## config.mk

```make
export PLATFORM = sky130hd
export DESIGN_NAME = bcd_calendar_clock
export DESIGN_NICKNAME = d
export VERILOG_FILES = /design/src/common/clock_pkg.sv /design/src/core/bcd_counter_step.sv /design/src/core/bcd_calendar_clock.sv
export SDC_FILE = /design/constraint.sdc
export NUM_CORES = 1
export LEC_CHECK = 0
export BUFFER_PORTS_ARGS = -buffer_cell sky130_fd_sc_hd__buf_2
export CAP_MARGIN = 0
export CORE_MARGIN = 2
export CORE_UTILIZATION = 60
export DETAILED_ROUTE_END_ITERATION = 10
export PLACE_DENSITY = 0.84
export SYNTH_ARGS = -nofsm -noshare
export SYNTH_HDL_FRONTEND = slang
export SYNTH_SLANG_ARGS = --single-unit
export TNS_END_PERCENT = 100
```

## constraint.sdc

```tcl
create_clock -name aclk -period 6.42 [get_ports aclk]
set_clock_uncertainty 0.2 [all_clocks]
set_input_delay 0.642 -clock aclk [delete_from_list [all_inputs] [get_ports aclk]]
set_output_delay 0.642 -clock aclk [all_outputs]
set_load 0.01 [all_outputs]
```

## src/common/clock_pkg.sv

```systemverilog
// Package with register map, field layouts and timing constants for the calendar clock
package clock_pkg;

    localparam int unsigned CLK_HZ = 125_000_000;
    localparam int unsigned TICK_PERIOD_S = 1;
    localparam int unsigned TICK_CYCLES = CLK_HZ * TICK_PERIOD_S;

    // Field indices; byte address is four times the index
    localparam logic [2:0] IDX_SECONDS = 3'h0;
    localparam logic [2:0] IDX_MINUTES = 3'h1;
    localparam logic [2:0] IDX_HOURS = 3'h2;
    localparam logic [2:0] IDX_WEEKDAY = 3'h3;
    localparam logic [2:0] IDX_DATE = 3'h4;
    localparam logic [2:0] IDX_MONTH = 3'h5;
    localparam logic [2:0] IDX_YEAR = 3'h6;
    localparam int unsigned FIELD_COUNT = 7;
    localparam logic [7:0] ADDR_STATUS = 8'h1c;

    // Bits each field uses; others read zero
    localparam logic [7:0] MASK_SECONDS = 8'h7f;
    localparam logic [7:0] MASK_MINUTES = 8'h7f;
    localparam logic [7:0] MASK_HOURS = 8'h3f;
    localparam logic [7:0] MASK_WEEKDAY = 8'h07;
    localparam logic [7:0] MASK_DATE = 8'h3f;
    localparam logic [7:0] MASK_MONTH = 8'h1f;
    localparam logic [7:0] MASK_YEAR = 8'hff;

    // Values after reset
    localparam logic [7:0] RESET_SECONDS = 8'h00;
    localparam logic [7:0] RESET_MINUTES = 8'h00;
    localparam logic [7:0] RESET_HOURS = 8'h00;
    localparam logic [7:0] RESET_WEEKDAY = 8'h01;
    localparam logic [7:0] RESET_DATE = 8'h01;
    localparam logic [7:0] RESET_MONTH = 8'h01;
    localparam logic [7:0] RESET_YEAR = 8'h00;

    // Wrap limits in BCD
    localparam logic [7:0] MAX_SECONDS = 8'h59;
    localparam logic [7:0] MAX_HOURS = 8'h23;
    localparam logic [7:0] MAX_WEEKDAY = 8'h07;
    localparam logic [7:0] MAX_DATE = 8'h31;
    localparam logic [7:0] MAX_MONTH = 8'h12;
    localparam logic [7:0] MAX_YEAR = 8'h99;
    localparam logic [7:0] FIRST_DAY = 8'h01;

    localparam logic [1:0] RESP_OKAY = 2'h0;
    localparam logic [1:0] RESP_SLVERR = 2'h2;

    typedef struct packed {
        logic [7:0] seconds_count;
        logic [7:0] minutes_count;
        logic [7:0] hours_count;
        logic [7:0] weekday_code;
        logic [7:0] day_of_month;
        logic [7:0] month_count;
        logic [7:0] year_count;
    } clock_fields_t;

    typedef struct packed {
        logic write;
        logic [2:0] field_index;
        logic [7:0] field_value;
    } field_write_t;

endpackage : clock_pkg

```

## src/core/bcd_counter_step.sv

```systemverilog
// One BCD field step: increment with wrap and carry out
`timescale 1ns/1ns
module bcd_counter_step (
    input wire logic [7:0] value,
    input wire logic [7:0] max_value,
    input wire logic [7:0] wrap_value,
    output logic [7:0] next_value,
    output logic carry
);
    wire logic at_max = (value == max_value);
    wire logic units_wrap = (value[3:0] >= 4'h9);
    wire logic [7:0] incremented = units_wrap ? {4'(value[7:4] + 4'h1), 4'h0}
                                              : {value[7:4], 4'(value[3:0] + 4'h1)};

    assign next_value = at_max ? wrap_value : incremented;
    assign carry = at_max;
endmodule : bcd_counter_step

```

## src/core/bcd_calendar_clock.sv

```systemverilog
// Calendar clock core with seven BCD fields behind an AXI4-Lite slave
`timescale 1ns/1ns
// Contract
// - Seven byte fields at indices zero to six
// - All fields held and exchanged as BCD
// - Hours count 0 to 23, no AM/PM
// - Weekday codes 1 Sunday to 7 Saturday
// - Read returns current byte of indexed field
// - Write replaces field; counting resumes from it
// - Counting continues while main power absent; the core counts only while aclk runs
module bcd_calendar_clock #(
    parameter int unsigned TICK_CYCLES = clock_pkg::TICK_CYCLES
) (
    input wire logic aclk,
    input wire logic aresetn,
    input wire logic [7:0] s_axi_awaddr,
    input wire logic [2:0] s_axi_awprot,
    input wire logic s_axi_awvalid,
    output logic s_axi_awready,
    input wire logic [31:0] s_axi_wdata,
    input wire logic [3:0] s_axi_wstrb,
    input wire logic s_axi_wvalid,
    output logic s_axi_wready,
    output logic [1:0] s_axi_bresp,
    output logic s_axi_bvalid,
    input wire logic s_axi_bready,
    input wire logic [7:0] s_axi_araddr,
    input wire logic [2:0] s_axi_arprot,
    input wire logic s_axi_arvalid,
    output logic s_axi_arready,
    output logic [31:0] s_axi_rdata,
    output logic [1:0] s_axi_rresp,
    output logic s_axi_rvalid,
    input wire logic s_axi_rready,
    output logic second_tick
);

    function automatic logic [7:0] field_mask(input logic [2:0] idx);
        case (idx)
            clock_pkg::IDX_SECONDS: field_mask = clock_pkg::MASK_SECONDS;
            clock_pkg::IDX_MINUTES: field_mask = clock_pkg::MASK_MINUTES;
            clock_pkg::IDX_HOURS: field_mask = clock_pkg::MASK_HOURS;
            clock_pkg::IDX_WEEKDAY: field_mask = clock_pkg::MASK_WEEKDAY;
            clock_pkg::IDX_DATE: field_mask = clock_pkg::MASK_DATE;
            clock_pkg::IDX_MONTH: field_mask = clock_pkg::MASK_MONTH;
            clock_pkg::IDX_YEAR: field_mask = clock_pkg::MASK_YEAR;
            default: field_mask = 8'h00;
        endcase
    endfunction : field_mask

    function automatic logic is_field_addr(input logic [7:0] addr);
        is_field_addr = (addr[1:0] == 2'b00) && (addr[7:2] < 6'(clock_pkg::FIELD_COUNT));
    endfunction : is_field_addr

    clock_pkg::clock_fields_t fields;
    clock_pkg::clock_fields_t next_fields;
    logic [31:0] tick_count;
    logic [31:0] tick_total;

    // Write channel holding registers
    logic aw_held;
    logic w_held;
    logic [7:0] aw_addr;
    logic [31:0] w_data;
    logic [3:0] w_strb;

    // Write-slave handshake
    wire logic aw_take = s_axi_awvalid && s_axi_awready;
    wire logic w_take = s_axi_wvalid && s_axi_wready;
    wire logic write_go = aw_held && w_held && !s_axi_bvalid;
    wire logic write_hit = is_field_addr(aw_addr);
    wire logic [2:0] write_idx = aw_addr[4:2];
    wire logic write_lane0 = w_strb[0];
    clock_pkg::field_write_t host_write;
    assign host_write.write = write_go && write_hit && write_lane0;
    assign host_write.field_index = write_idx;
    assign host_write.field_value = w_data[7:0] & field_mask(write_idx);

    // Read decode
    wire logic ar_take = s_axi_arvalid && s_axi_arready;
    wire logic read_hit = is_field_addr(s_axi_araddr);
    wire logic read_status = (s_axi_araddr == clock_pkg::ADDR_STATUS);
    wire logic [2:0] read_idx = s_axi_araddr[4:2];
    logic [7:0] read_byte;

    // Field selected by index; register fields run 0 to 6 from the top byte of the struct down
    always_comb begin
        case (read_idx)
            clock_pkg::IDX_SECONDS: read_byte = fields.seconds_count;
            clock_pkg::IDX_MINUTES: read_byte = fields.minutes_count;
            clock_pkg::IDX_HOURS: read_byte = fields.hours_count;
            clock_pkg::IDX_WEEKDAY: read_byte = fields.weekday_code;
            clock_pkg::IDX_DATE: read_byte = fields.day_of_month;
            clock_pkg::IDX_MONTH: read_byte = fields.month_count;
            clock_pkg::IDX_YEAR: read_byte = fields.year_count;
            default: read_byte = 8'h00;
        endcase
    end

    wire logic [31:0] read_word = read_hit ? {24'h00_0000, read_byte}
                                           : {31'h0000_0000, second_tick};

    // Timebase: one tick per second of aclk; the core must stay clocked
    // from the backup domain for counting to survive main power loss
    assign tick_total = TICK_CYCLES - 32'h0000_0001;
    wire logic tick_now = (tick_count == tick_total);

    // Cascaded BCD carries
    logic [7:0] sec_next, min_next, hour_next, wday_next, date_next, month_next, year_next;
    logic sec_carry, min_carry, hour_carry, date_carry, month_carry;
    logic wday_carry, year_carry;

    bcd_counter_step u_sec (
        .value(fields.seconds_count),
        .max_value(clock_pkg::MAX_SECONDS),
        .wrap_value(8'h00),
        .next_value(sec_next),
        .carry(sec_carry)
    );
    bcd_counter_step u_min (
        .value(fields.minutes_count),
        .max_value(clock_pkg::MAX_SECONDS),
        .wrap_value(8'h00),
        .next_value(min_next),
        .carry(min_carry)
    );
    bcd_counter_step u_hour (
        .value(fields.hours_count),
        .max_value(clock_pkg::MAX_HOURS),
        .wrap_value(8'h00),
        .next_value(hour_next),
        .carry(hour_carry)
    );
    bcd_counter_step u_wday (
        .value(fields.weekday_code),
        .max_value(clock_pkg::MAX_WEEKDAY),
        .wrap_value(clock_pkg::FIRST_DAY),
        .next_value(wday_next),
        .carry(wday_carry)
    );
    bcd_counter_step u_date (
        .value(fields.day_of_month),
        .max_value(clock_pkg::MAX_DATE),
        .wrap_value(clock_pkg::FIRST_DAY),
        .next_value(date_next),
        .carry(date_carry)
    );
    bcd_counter_step u_month (
        .value(fields.month_count),
        .max_value(clock_pkg::MAX_MONTH),
        .wrap_value(clock_pkg::FIRST_DAY),
        .next_value(month_next),
        .carry(month_carry)
    );
    bcd_counter_step u_year (
        .value(fields.year_count),
        .max_value(clock_pkg::MAX_YEAR),
        .wrap_value(8'h00),
        .next_value(year_next),
        .carry(year_carry)
    );

    wire logic step_min = tick_now && sec_carry;
    wire logic step_hour = step_min && min_carry;
    wire logic step_day = step_hour && hour_carry;
    wire logic step_month = step_day && date_carry;
    wire logic step_year = step_month && month_carry;

    // Host write wins over the tick for the written field
    always_comb begin
        next_fields = fields;
        if (tick_now) begin
            next_fields.seconds_count = sec_next;
        end
        if (step_min) begin
            next_fields.minutes_count = min_next;
        end
        if (step_hour) begin
            next_fields.hours_count = hour_next;
        end
        if (step_day) begin
            next_fields.weekday_code = wday_next;
            next_fields.day_of_month = date_next;
        end
        if (step_month) begin
            next_fields.month_count = month_next;
        end
        if (step_year) begin
            next_fields.year_count = year_next;
        end
        if (host_write.write) begin
            case (host_write.field_index)
                clock_pkg::IDX_SECONDS: next_fields.seconds_count = host_write.field_value;
                clock_pkg::IDX_MINUTES: next_fields.minutes_count = host_write.field_value;
                clock_pkg::IDX_HOURS: next_fields.hours_count = host_write.field_value;
                clock_pkg::IDX_WEEKDAY: next_fields.weekday_code = host_write.field_value;
                clock_pkg::IDX_DATE: next_fields.day_of_month = host_write.field_value;
                clock_pkg::IDX_MONTH: next_fields.month_count = host_write.field_value;
                clock_pkg::IDX_YEAR: next_fields.year_count = host_write.field_value;
                default: next_fields = next_fields;
            endcase
        end
    end

    // Field storage and timebase
    always_ff @(posedge aclk) begin
        if (!aresetn) begin
            fields <= {clock_pkg::RESET_SECONDS, clock_pkg::RESET_MINUTES, clock_pkg::RESET_HOURS,
                       clock_pkg::RESET_WEEKDAY, clock_pkg::RESET_DATE, clock_pkg::RESET_MONTH,
                       clock_pkg::RESET_YEAR};
            tick_count <= 32'h0000_0000;
            second_tick <= 1'b0;
        end else begin
            fields <= next_fields;
            tick_count <= tick_now ? 32'h0000_0000 : tick_count + 32'h0000_0001;
            second_tick <= tick_now;
        end
    end

    // Write address and data capture, in either order
    always_ff @(posedge aclk) begin
        if (!aresetn) begin
            aw_held <= 1'b0;
            w_held <= 1'b0;
            aw_addr <= 8'h00;
            w_data <= 32'h0000_0000;
            w_strb <= 4'h0;
            s_axi_awready <= 1'b0;
            s_axi_wready <= 1'b0;
        end else begin
            s_axi_awready <= !aw_held && !aw_take && !s_axi_awready;
            s_axi_wready <= !w_held && !w_take && !s_axi_wready;
            if (aw_take) begin
                aw_held <= 1'b1;
                aw_addr <= s_axi_awaddr;
            end else if (write_go) begin
                aw_held <= 1'b0;
            end
            if (w_take) begin
                w_held <= 1'b1;
                w_data <= s_axi_wdata;
                w_strb <= s_axi_wstrb;
            end else if (write_go) begin
                w_held <= 1'b0;
            end
        end
    end

    // Write response
    always_ff @(posedge aclk) begin
        if (!aresetn) begin
            s_axi_bvalid <= 1'b0;
            s_axi_bresp <= clock_pkg::RESP_OKAY;
        end else if (write_go) begin
            s_axi_bvalid <= 1'b1;
            s_axi_bresp <= write_hit ? clock_pkg::RESP_OKAY : clock_pkg::RESP_SLVERR;
        end else if (s_axi_bready) begin
            s_axi_bvalid <= 1'b0;
        end
    end

    // Read channel
    always_ff @(posedge aclk) begin
        if (!aresetn) begin
            s_axi_arready <= 1'b0;
            s_axi_rvalid <= 1'b0;
            s_axi_rdata <= 32'h0000_0000;
            s_axi_rresp <= clock_pkg::RESP_OKAY;
        end else begin
            s_axi_arready <= !s_axi_rvalid && !ar_take && !s_axi_arready;
            if (ar_take) begin
                s_axi_rvalid <= 1'b1;
                s_axi_rdata <= (read_hit || read_status) ? read_word : 32'h0000_0000;
                s_axi_rresp <= (read_hit || read_status) ? clock_pkg::RESP_OKAY : clock_pkg::RESP_SLVERR;
            end else if (s_axi_rready) begin
                s_axi_rvalid <= 1'b0;
            end
        end
    end

endmodule : bcd_calendar_clock

```

==> After elaboration in Yosys (flattened, before gate mapping) <==
Cells that the tools add are included.
W data, S select, Z words.
{ "totals": {"reg_bits": 149, "output_inout_bits": 42} }
{ "op_classes": {"bitwise": 2, "n_lt_le_gt_ge": 9, "muxes": 41, "n_addsub": 15, "n_reduce_logical": 42, "eq_ne": 21} }
{ "ops": {"columns": ["operator", "count"], "rows": [
  ["$mux W8", 28],
  ["$add A4 B1 Y4 const B", 14],
  ["$mux W56", 1],
  ["$pmux W8 S7", 1],
  ["$pmux W8 S5", 1],
  ["$add A32 B1 Y32 const B", 1],
  ["$eq A32 B27 Y1 const B", 1],
  ["$ge A4 B4 Y1 const B", 7],
  ["$logic_and A1 B1 Y1", 20],
  ["$eq A3 B3 Y1 const B", 6],
  ["$eq A8 B5 Y1 const B", 2],
  ["$eq A8 B6 Y1 const B", 2],
  ["$eq A8 B7 Y1 const B", 2],
  ["$mux W16", 1],
  ["$eq A3 B2 Y1 const B", 4],
  ["$lt A6 B3 Y1 const B", 2],
  ["$logic_not A1 Y1", 10],
  ["$and A8 B8 Y8", 1],
  ["$eq A8 B3 Y1 const B", 1],
  ["$eq A8 B8 Y1 const B", 1],
  ["$reduce_bool A2 Y1", 4],
  ["$mux W1", 7],
  ["$eq A3 B1 Y1 const B", 2],
  ["$logic_not A3 Y1", 2],
  ["5 further kinds", 9]
]} }

==> Logic depth before layout (Yosys ltp) <==
Gate-level depths: netlist (run 1).
{ "logic_depth": {"word_depth": 9, "mapped_depth": 9} }

==> Cells and area by module <==
Synthesis (run 1) repeated with hierarchy kept, for this count alone.
{ "unflattened": {"cells_unflattened": 924, "area_unflattened_um2": 8582.0} }
{ "modules_own_cells": {"columns": ["module", "area_each_um2", "seq_area_each_um2", "cells_per_inst", "n_inst"], "rows": [
  ["bcd_calendar_clock", 5744.3, 2462.4, 630, 1],
  ["bcd_counter_step", 405.4, 0.0, 42, 7]
]} }

==> Worst setup path before layout (run 1) <==
OpenSTA, ideal clock, no wires.
{ "synth_timing": {"path_type": "flip-flop to flip-flop", "start": "register tick_count[18]", "end": "register fields[4] (netlist bit)", "path_stages_with_launch": 7, "setup_slack_ps": 4004, "setup_ps": 116, "period_less_slack_ps": 2416, "arrival_ps": 2100, "path_cell_list": "dfxtp_1 -> or4b_4 -> nor4_4 -> and4_4 -> nand4_1 -> mux2_2 -> a31o_2"} }
{ "synth_via": {"elab_chain_cells": 9} }
{ "synth_lines": {"columns": ["element", "line", "text"], "rows": [
  ["start, declared", "bcd_calendar_clock.sv:57", "logic [31:0] tick_count;"],
  ["start signal, assigned", "bcd_calendar_clock.sv:215", "tick_count <= tick_now ? 32'h0000_0000 : tick_count + 32'h0000_0001;"],
  ["$eq A32 B27 Y1 (*)", "bcd_calendar_clock.sv:106", "wire logic tick_now = (tick_count == tick_total);"],
  ["$logic_and A1 B1 Y1 (*)", "bcd_calendar_clock.sv:163", "wire logic step_min = tick_now && sec_carry;"],
  ["$logic_and A1 B1 Y1 (*)", "bcd_calendar_clock.sv:164", "wire logic step_hour = step_min && min_carry;"],
  ["$logic_and A1 B1 Y1 (*)", "bcd_calendar_clock.sv:165", "wire logic step_day = step_hour && hour_carry;"],
  ["$logic_and A1 B1 Y1 (*)", "bcd_calendar_clock.sv:166", "wire logic step_month = step_day && date_carry;"],
  ["$logic_and A1 B1 Y1 (*)", "bcd_calendar_clock.sv:167", "wire logic step_year = step_month && month_carry;"],
  ["$mux W8 (*)", "bcd_calendar_clock.sv:188", "if (step_year) begin"],
  ["$mux W8", "bcd_calendar_clock.sv:192", "case (host_write.field_index)"],
  ["$mux W56 (*)", "bcd_calendar_clock.sv:191", "if (host_write.write) begin"],
  ["end signal, assigned", "bcd_calendar_clock.sv:208", "fields <= {clock_pkg::RESET_SECONDS, clock_pkg::RESET_MINUTES, clock_pkg::RESET_HOURS,"],
  ["end signal, assigned", "bcd_calendar_clock.sv:214", "fields <= next_fields;"],
  ["end, declared", "bcd_calendar_clock.sv:55", "clock_pkg::clock_fields_t fields;"]
]} }
Every way passes the cells marked *; elsewhere a longest branch is shown, timed or not.
A chain may end at the register's enable or synchronous reset.

==> Worst setup path in the final report (run 1) <==
{ "layout_timing": {"start": "register tick_count[18]", "end": "register fields[31] (netlist bit)"} }
{ "layout_via": {"elab_chain_cells": 7} }
{ "layout_lines": {"columns": ["element", "line", "text"], "rows": [
  ["$eq A32 B27 Y1 (*)", "bcd_calendar_clock.sv:106", null],
  ["$logic_and A1 B1 Y1 (*)", "bcd_calendar_clock.sv:163", null],
  ["$logic_and A1 B1 Y1 (*)", "bcd_calendar_clock.sv:164", null],
  ["$logic_and A1 B1 Y1 (*)", "bcd_calendar_clock.sv:165", null],
  ["$mux W16 (*)", "bcd_calendar_clock.sv:181", "if (step_day) begin"],
  ["$mux W8", "bcd_calendar_clock.sv:192", null],
  ["$mux W56 (*)", "bcd_calendar_clock.sv:191", null]
]} }
Marked as above.

==> results of run 1 <==
-- worst max-delay path by stage --
stage | startpoint | endpoint | slack [ns] | cells past startpoint
finish | tick_count[18] | fields[31] | 3.30 | 6
global route | tick_count[18] | fields[30] | 3.09 | 6
CTS | tick_count[18] | fields[24] | 3.32 | 6
detailed placement | tick_count[18] | fields[24] | 3.34 | 6
global placement | tick_count[18] | fields[24] | 3.38 | 6
floorplan | tick_count[18] | fields[4] | 4.00 | 6
-- cell type report --
type,count,area [um2]
clock buffers,25,505.5
clock inverters,7,62.56
fillers,938,3633
inverters,41,153.9
multi-input cells,659,4074
flip-flops and latches,123,2462
well taps,143,178.9
repair buffers,49,250.2
-- power groups by stage --
stage	Combinational, uW	Sequential [uW]	Clock, uW
global route	90.5	788	948
CTS	81.0	786	918
detailed placement	80.4	802	0
global placement	79.3	801	0
finish	82.3	786	909
floorplan	68.0	798	0
-- per-stage QoR --
stage               instances  hold slack [ns]
finish                   1047           0.2391
global route             1047           0.2606
CTS                      1047           0.2444
detailed placement       1015           0.2351
global placement         1015           0.2229
floorplan                 883           0.2129
-- registers in the layout (all words and copies together) (netlist names) --
register / cells
fields: 56
tick_count: 32
aw_addr: 8
s_axi_rdata: 8
w_data: 8
aw_held: 1
s_axi_arready: 1
s_axi_awready: 1
s_axi_bresp: 1
s_axi_bvalid: 1
s_axi_rresp: 1
s_axi_rvalid: 1
s_axi_wready: 1
second_tick: 1
w_held: 1
w_strb: 1
-- kinds of logic (layout without fill, tap and decap cells) --
logic type | count (synthesis) | after routing | synth area share
and+or+nand+nor | 353 | 353 | 0.2624
AOI/OAI and AO/OA | 184 | 184 | 0.1623
xor gates and xnor gates | 41 | 41 | 0.05182
muxes | 19 | 19 | 0.03232
other | 1 | 26 | 0.0005412
adders and majority gates | 36 | 36 | 0.06501
DFF | 123 | 123 | 0.3554
buffers and inverters | 101 | 122 | 0.07024
-- routing by layer --
layer,vias to the layer above,GRT usage,share of wire
met5,-,0,0
met4,0,0.1144,0.037
met3,58,0.07349,0.081
met2,270,0.4321,0.44
met1,2955,0.3800,0.44
li1,3079,-,-
-- cells in the final DEF, fill, tap and decap left out, drive strengths merged, types with 11 or more instances in the layout --
| master | instances |
|---|---|
| dfxtp | 123 |
| nor2 | 87 |
| nand2 | 81 |
| nand3 | 57 |
| o21ai | 53 |
| a21oi | 53 |
| buf | 49 |
| inv | 41 |
| ha | 36 |
| conb | 26 |
| xnor2 | 25 |
| clkbuf | 25 |
| nor3 | 23 |
| and3 | 17 |
| xor2 | 16 |
| nand4 | 14 |
| o22ai | 12 |
| a22oi | 12 |
| and2 | 12 |
| a31oi | 11 |
==> metrics.txt, run 1 <==
vias=6362; Tmin final=between 3 and 4 ns; Synth top cells by count=dfxtp_1 (123), nor2_1 (87), nand2_1 (81); Least-Margin Pin Slew=slightly above 1 ns; Hold EP=tick_count[0]; Reg power frac=0.442; # port buffers=47; EDFF count, synth=0; Leak=0.002916 uW; GR Util All Layers=0.2817; startpoint types=flop; DRC Markers=0; Synth top area share=0.3554; Worst R2R Path Depth=6; Hold Crit Class=reg -> reg; die area=around 12000 um2; hold path depth=1; net count of the finished layout=~990; RSZ-0062 raised after global routing=no; Hold Violations, Final=0; Logic pwr share=0.046; Mapped Area=6929 um2; hold buffers post-CTS=0; pre-CTS setup slack=between 3 and 4 ns; post-CTS setup buffer count=0; capture point of the worst reg-to-reg path=fields[31]; total power draw=1777 uW; Clock Power Share=0.511; Clock Sinks=123; Switching Power=397.7 uW; synthesis-to-layout area growth=10.94%; clk_lat worst skew=about 0.42 ns; Mapped Cells=858; largest cells by area after synthesis=dfxtp_1 (36%), ha_1 (6.5%), nor2_1 (4.7%), nand2_1 (4.4%), nand3_1 (4.0%); vias in the first global route=5735; FF-to-FF Start=tick_count[18]; critical path class=reg -> reg; Sw Share=0.2238; Reg2Reg Setup Slack=3.30 ns; Synth Register Bits=roughly 120; share of post-route cells with drive strength above 1=0.1051; area post-placement=7119 um2; Final Wtd Congestion=0.9344; Initial Utilization=0.6121; Max-slew headroom=0.3153; count of final setup violators=0; Synth area leader=dfxtp_1; CTS Buffer Depth=2; critical path data arrival time=3.26 ns; CP endpoint kind=flop; GRT Residual Overflow=0; final WL=17170 um; final setup margin=roughly 3.3 ns; WL/cell=16.40 um; Ports=107; status=completed; via-per-instance ratio=6.076; fmax=between 0.3 and 0.4 GHz; Die Ht=111.5 um; Yosys Warn Count=0; Seq/Total Area, Yosys=0.3554; Netlist cell types=66; pwr/cell area=231.1 nW/um2; Req. time, crit path=~6.6 ns; crit-path cells=or4b_4, nor4_4, nand4_1, nor3_1, nand2_1, a21oi_1; total CTS buffers=17; pin count of the biggest net entering global routing=between 40 and 50; root buffer cell=clkbuf_16; CP max stage delay=0.70 ns; H-Tree Depth=4; predominant post-synthesis flop cell=dfxtp_1; Core Util, Final=0.6790; initial antenna violation count=0; Async SR Flop Fraction=0; max-cap viol count=0; fin crit share=0.4855; Final TNS setup=0 ns; # diodes=0; row count=39; Worst-path clk slew=0.05 ns; HPWL after detailed placement=12240 um; cell family with most CP delay=simple AND/OR/NAND/NOR gates; Worst Hold Launch=tick_count[0]; Crit-path slowest cell=nor3_1; Slew Limit Fails=0; average size of a mapped cell=8.076 um2; Buf+Inv Stages, Crit Path=0; DRT iter0 DRCs=622; core area=11320 um2; first-pass GRT wire length=28500 um; VDD IR-drop max=0.2205 mV; Crit Path Max Fanout=13; CTS tree=yes; Die X=111.5 um; P_int=between 1000 and 1500 uW; top-count cell post-synth=dfxtp_1; Routed Antenna Nets=0; drt pass-1 iters=5; post-route cell area=7687 um2; post-cts resize count=0
Power figures use the tool's default switching activity.
==> run 2: changes to the inputs <==
CORE_UTILIZATION = 57   (was 60)
PLACE_DENSITY = 0.8   (was 0.84)
clock period = 3.1 ns   (was 6.42 ns; I/O delays follow)
==> run 2 against run 1 <==
Setup slack got worse by 3.1 ns; first-iteration DRC count decreased by 2.7%; total power increased by 110%; global-route usage is 0.89 points lower; highest routed layer unchanged; non-clock buffer count up 29; critical path type unchanged; worst hold slack worse by 0.22 ns.
==> metrics.txt, run 2 (synthesized netlist as in run 1, its figures left out) <==
status=completed; CP endpoint kind=flop; Hold Crit Class=in -> reg; Req. time, crit path=3.25 ns (-3.31 ns); P_int=2848 uW (+110%); CTS Buffer Depth=2 (unchanged); critical path data arrival time=3.01 ns (-0.25 ns); VDD IR-drop max=0.3921 mV (+78%); final setup margin=0.2412 ns (-3.062 ns); initial antenna violation count=0 (unchanged); share of post-route cells with drive strength above 1=0.1106 (+0.005545); vias=6381 (+0.30%); Worst Hold Launch=s_axi_arvalid; Leak=0.003028 uW (+3.8%); drt pass-1 iters=5 (unchanged); largest reg by FF count=fields; Slew Limit Fails=0 (unchanged); startpoint types=flop; Clock Power Share=0.506 (-0.005); Worst R2R Path Depth=6 (unchanged); total CTS buffers=17 (unchanged); Reg2Reg Setup Slack=0.24 ns (-3.06 ns); Core Util, Final=0.6642 (-0.01482); Logic pwr share=0.052 (+0.006); # port buffers=47 (unchanged); WL/cell=16.02 um (-2.3%); via-per-instance ratio=5.919 (-2.6%); Hold Violations, Final=0 (unchanged); Die X=114.3 um (+2.5%); Hold EP=s_axi_rresp[1]; total power draw=3680 uW (+110%); max-cap viol count=0 (unchanged); root buffer cell=clkbuf_16; Tmin final=2.859 ns (-0.2583 ns); critical path class=reg -> reg; CP max stage delay=0.56 ns (-0.14 ns); Crit-path slowest cell=or4_1; clk_lat worst skew=0.42 ns (about the same); Switching Power=832.4 uW (+110%); net count of the finished layout=1021 (+2.9%); Least-Margin Pin Slew=0.7872 ns (-0.2313 ns); capture point of the worst reg-to-reg path=fields[13]; pin count of the biggest net entering global routing=42 (unchanged); count of final setup violators=0 (unchanged); DRC Markers=0 (unchanged); Reg power frac=0.442 (about the same); post-cts resize count=0 (unchanged); H-Tree Depth=4 (unchanged); synthesis-to-layout area growth=14.66%; Top Registers=fields (56), tick_count (32); pre-CTS setup slack=0.2899 ns (-3.053 ns); worst hold slack=0.01661 ns (-0.2225 ns); Clock Sinks=123 (unchanged); fin crit share=0.9222 (+0.4367); crit-path cells=or4b_4, nor4_4, and4_4, nand2_1, or4_1, a21oi_1; fillcell total=1003 (+6.9%); Sw Share=0.2262 (+0.002373); vias in the first global route=5679 (-0.98%); # diodes=0 (unchanged); RSZ-0062 raised after global routing=no; pwr/cell area=463.2 nW/um2 (+100%); DRT iter0 DRCs=605 (-2.7%); GR Util All Layers=0.2728 (-0.008922); Routed Antenna Nets=0 (unchanged); Worst-path clk slew=0.06 ns (about the same); most common cell after layout, fill and taps aside=dfxtp_1; Crit Path Max Fanout=12 (-1); FF-to-FF Start=tick_count[18]; Ports=107 (unchanged); Initial Utilization=0.5793 (-0.03278); Largest register FFs=56 (unchanged); core area=11960 um2 (+5.7%); GRT Residual Overflow=0 (unchanged); final WL=17270 um (+0.61%); most frequent cells in the layout=dfxtp_1 (123), nor2_1 (87), nand2_1 (81), nand3_1 (56); fmax=0.3498 GHz (+9.0%); hold path depth=3 (+2); Die Ht=114.3 um (+2.5%); Final TNS setup=0 ns (unchanged); CTS tree=yes; Final Wtd Congestion=0.9417 (+0.78%); post-CTS setup buffer count=0 (unchanged); first-pass GRT wire length=28210 um (-1.0%); die area=13050 um2 (+5.1%); row count=40 (+2.6%); Max-slew headroom=0.4707 (+0.1554); HPWL after detailed placement=12230 um (about the same)
run 2: cell count changes in the layout (fill, tap and decap cells not counted), sizes merged:
cell | previous run | this run
clkinvlp | 1 | 2
clkbuf | 25 | 24
buf | 49 | 59
dlygate4sd3 | 0 | 19
clkinv | 5 | 3
run 2: critical path: cells and delay by family (launching register included):
| family | cells | cell delay (ns) |
|---|---|---|
| flops | 1 | 0.34 |
| simple gates | 5 | 2.09 |
| compound gates | 1 | 0.14 |
run 2: per-stage QoR:
step | cells | instance area [um2]
final | 1078 | 7945
after global routing | 1078 | 7945
after CTS | 1078 | 7945
after detailed placement | 1029 | 7199
after global placement | 1029 | 7199
after floorplan | 883 | 7023
run 2: cell type report:
class	instances	area, um2	area share
inverters	41	153.9	0.01937
clock buffers	24	491.7	0.06189
flip-flops and latches	123	2462	0.3099
multi-input cells	659	4074	0.5128
repair buffers	78	515.5	0.06488
well taps	147	183.9	0.02315
clock inverters	6	63.81	0.008031
run 2: worst max-delay path by stage:
stage	startpoint	to	slack (ns)	cells past startpoint
after floorplan	tick_count[18]	fields[4]	0.68	6
after global placement	tick_count[18]	fields[13]	0.32	6
after detailed placement	tick_count[18]	fields[13]	0.29	6
after CTS	tick_count[18]	fields[13]	0.27	6
after global routing	fields[40]	fields[37]	0.04	7
final	tick_count[18]	fields[13]	0.24	6
run 2: power groups by stage:
stage                     clock (uW)  combinational (uW)  sequential [uW]
after floorplan                    0                 141             1650
after global placement             0                 166             1660
after detailed placement           0                 168             1660
after CTS                       1870                 187             1630
after global routing            1950                 212             1630
final                           1860                 191             1630
run 2: repair_timing:
action | 4_1_cts | 5_1_grt
endpoints found under the hold margin | 19 | 0
hold buffers | 19 | 0
setup endpoints to repair | 0 | 0
run 2: routing by layer:
metal / wire [um] / global-route usage
met4: 512 / 0.1154
met2: 7772 / 0.4179
met3: 1157 / 0.05664
met5: 0 / 0
met1: 7830 / 0.3744
==> run 3: changes to the inputs <==
CELL_PAD_IN_SITES_DETAIL_PLACEMENT = 1   (was default)
CELL_PAD_IN_SITES_GLOBAL_PLACEMENT = 1   (was default)
CORE_UTILIZATION = 43   (was 57)
PLACE_DENSITY = default   (was 0.8)
PLACE_DENSITY_LB_ADDON = 0.1   (was default)
==> run 3 against run 2 <==
Sequential power hardly changed; largest cell class unchanged; final area up 2.2%; maximum frequency fell by 2.9%; setup slack worse by 0.086 ns; combinational power rose by 4%; clock power is 4% higher; clock-buffer cell count fell by 4; final cell count is 7.4% higher; worst hold slack improved by 0.016 ns.
==> metrics.txt, run 3 (synthesized netlist as in run 1, its figures left out) <==
post-cts resize count=0 (unchanged); row count=46 (+15%); Initial Utilization=0.4378 (-0.1415); pre-CTS setup slack=0.2343 ns (-0.05557 ns); Max-slew headroom=0.4844 (+0.01375); CTS Buffer Depth=2 (unchanged); Clock Sinks=123 (unchanged); via-per-instance ratio=5.671 (-4.2%); VDD IR-drop max=0.3826 mV (-2.4%); GR peak layer=met2; Ports=107 (unchanged); drt pass-1 iters=5 (unchanged); Final Wtd Congestion=0.8748 (-7.1%); Slew Limit Fails=0 (unchanged); synthesis-to-layout area growth=17.14%; Req. time, crit path=3.24 ns (about the same); total CTS buffers=17 (unchanged); Die X=130.9 um (+15%); Logic pwr share=0.053 (about the same); Largest register FFs=56 (unchanged); critical path data arrival time=3.09 ns (+0.08 ns); DRC Markers=0 (unchanged); vias in the first global route=6725 (+18%); CP endpoint kind=flop; max-cap viol count=0 (unchanged); crit-path cells=or4b_4, nor4_4, and4_4, nand2_1, or4_1, a21oi_1; Crit-path slowest cell=or4_1; die area=17150 um2 (+31%); Tmin final=2.945 ns (+0.08602 ns); RSZ-0062 raised after global routing=no; P_int=2823 uW (-0.88%); first-pass GRT wire length=34840 um (+24%); startpoint types=flop; Reg power frac=0.434 (-0.008); Hold Crit Class=in -> reg; Sw Share=0.2484 (+0.02219); Leak=0.003070 uW (+1.4%); HPWL after detailed placement=16170 um (+32%); GRT Residual Overflow=0 (unchanged); Switching Power=932.7 uW (+12%); share of post-route cells with drive strength above 1=0.1231 (+0.01251); count of final setup violators=0 (unchanged); largest reg by FF count=fields; CTS tree=yes; Least-Margin Pin Slew=0.7663 ns (-0.02096 ns); # diodes=0 (unchanged); DRT iter0 DRCs=339 (-44%); met2 Use GR=0.4669 (+0.04907); Die Ht=130.9 um (+15%); most common cell after layout, fill and taps aside=dfxtp_1; net count of the finished layout=1030 (+0.88%); clk_lat worst skew=0.43 ns (about the same); critical path class=reg -> reg; H-Tree Depth=4 (unchanged); Final TNS setup=0 ns (unchanged); pin count of the biggest net entering global routing=31 (-26%); # port buffers=47 (unchanged); initial antenna violation count=0 (unchanged); Routed Antenna Nets=0 (unchanged); GR Util All Layers=0.2628 (-0.009966); most frequent cells in the layout=dfxtp_1 (123), nor2_1 (87), nand2_1 (81), nand3_1 (56); root buffer cell=clkbuf_16; final WL=21680 um (+25%); fin crit share=0.9499 (+0.02775); vias=6567 (+2.9%); CP max stage delay=0.59 ns (+0.03 ns); Clock Power Share=0.513 (+0.007); pwr/cell area=462.7 nW/um2 (-0.11%); final setup margin=0.1552 ns (-0.08602 ns); Crit Path Max Fanout=13 (+1); Worst-path clk slew=0.06 ns (about the same); status=completed; met1 track demand over resource=0.3137 (-0.06071); fmax=0.3396 GHz (-2.9%); core area=15830 um2 (+32%); met3 Usage GRT=0.05130 (-0.005341); Top Registers=fields (56), tick_count (32); WL/cell=18.72 um (+17%); Core Util, Final=0.5128 (-0.1514); hold buffers post-CTS=19 (unchanged); Hold Violations, Final=0 (unchanged); post-CTS setup buffer count=0 (unchanged)
run 3: stage by stage:
stage	instance area (um2)	hold slack [ns]	total power, uW	instances
floorplan	7023	0.2129	1794	883
global placement	7353	0.2240	1833	1107
detailed placement	7353	0.2358	1840	1107
CTS	8117	0.005728	3783	1158
global route	8117	0.03782	3874	1158
finish	8117	0.03259	3755	1158
run 3: final cells by class:
| type | count | area (um2) |
|---|---|---|
| multi-input cells | 659 | 4074 |
| flip-flops and latches | 123 | 2462 |
| inverters | 41 | 153.9 |
| well taps | 216 | 270.3 |
| fillers | 1915 | 7711 |
| clock inverters | 12 | 116.4 |
| repair buffers | 87 | 583.1 |
| clock buffers | 20 | 456.7 |
run 3: final timing paths:
path,slack (ns),to,startpoint,depth (start not counted)
hold / removal,0.03,s_axi_rresp[1],s_axi_arvalid,3
setup reg to reg,0.16,fields[13],tick_count[18],6
setup / recovery,0.16,fields[13],tick_count[18],6
hold reg to reg,0.26,aw_addr[7],aw_addr[7],2
run 3: worst max-delay path: cells and delay by family (launching register included):
kind,cells,cell delay (ns)
and+or+nand+nor,5,2.15
DFF,1,0.35
AOI/OAI and AO/OA,1,0.17
run 3: metal layers:
| layer | up-vias | routed length, um |
|---|---|---|
| met5 | - | 0 |
| met1 | 3242 | 9227 |
| met2 | 145 | 10960 |
| met4 | 0 | 561 |
| met3 | 42 | 923 |
| li1 | 3138 | - |
run 3: power by group through the flow:
stage	clock (uW)	sequential [uW]	combinational [uW]
after floorplan	0	1650	141
after global placement	0	1660	172
after detailed placement	0	1660	177
after CTS	1960	1630	197
after global routing	2020	1630	223
final	1930	1630	198
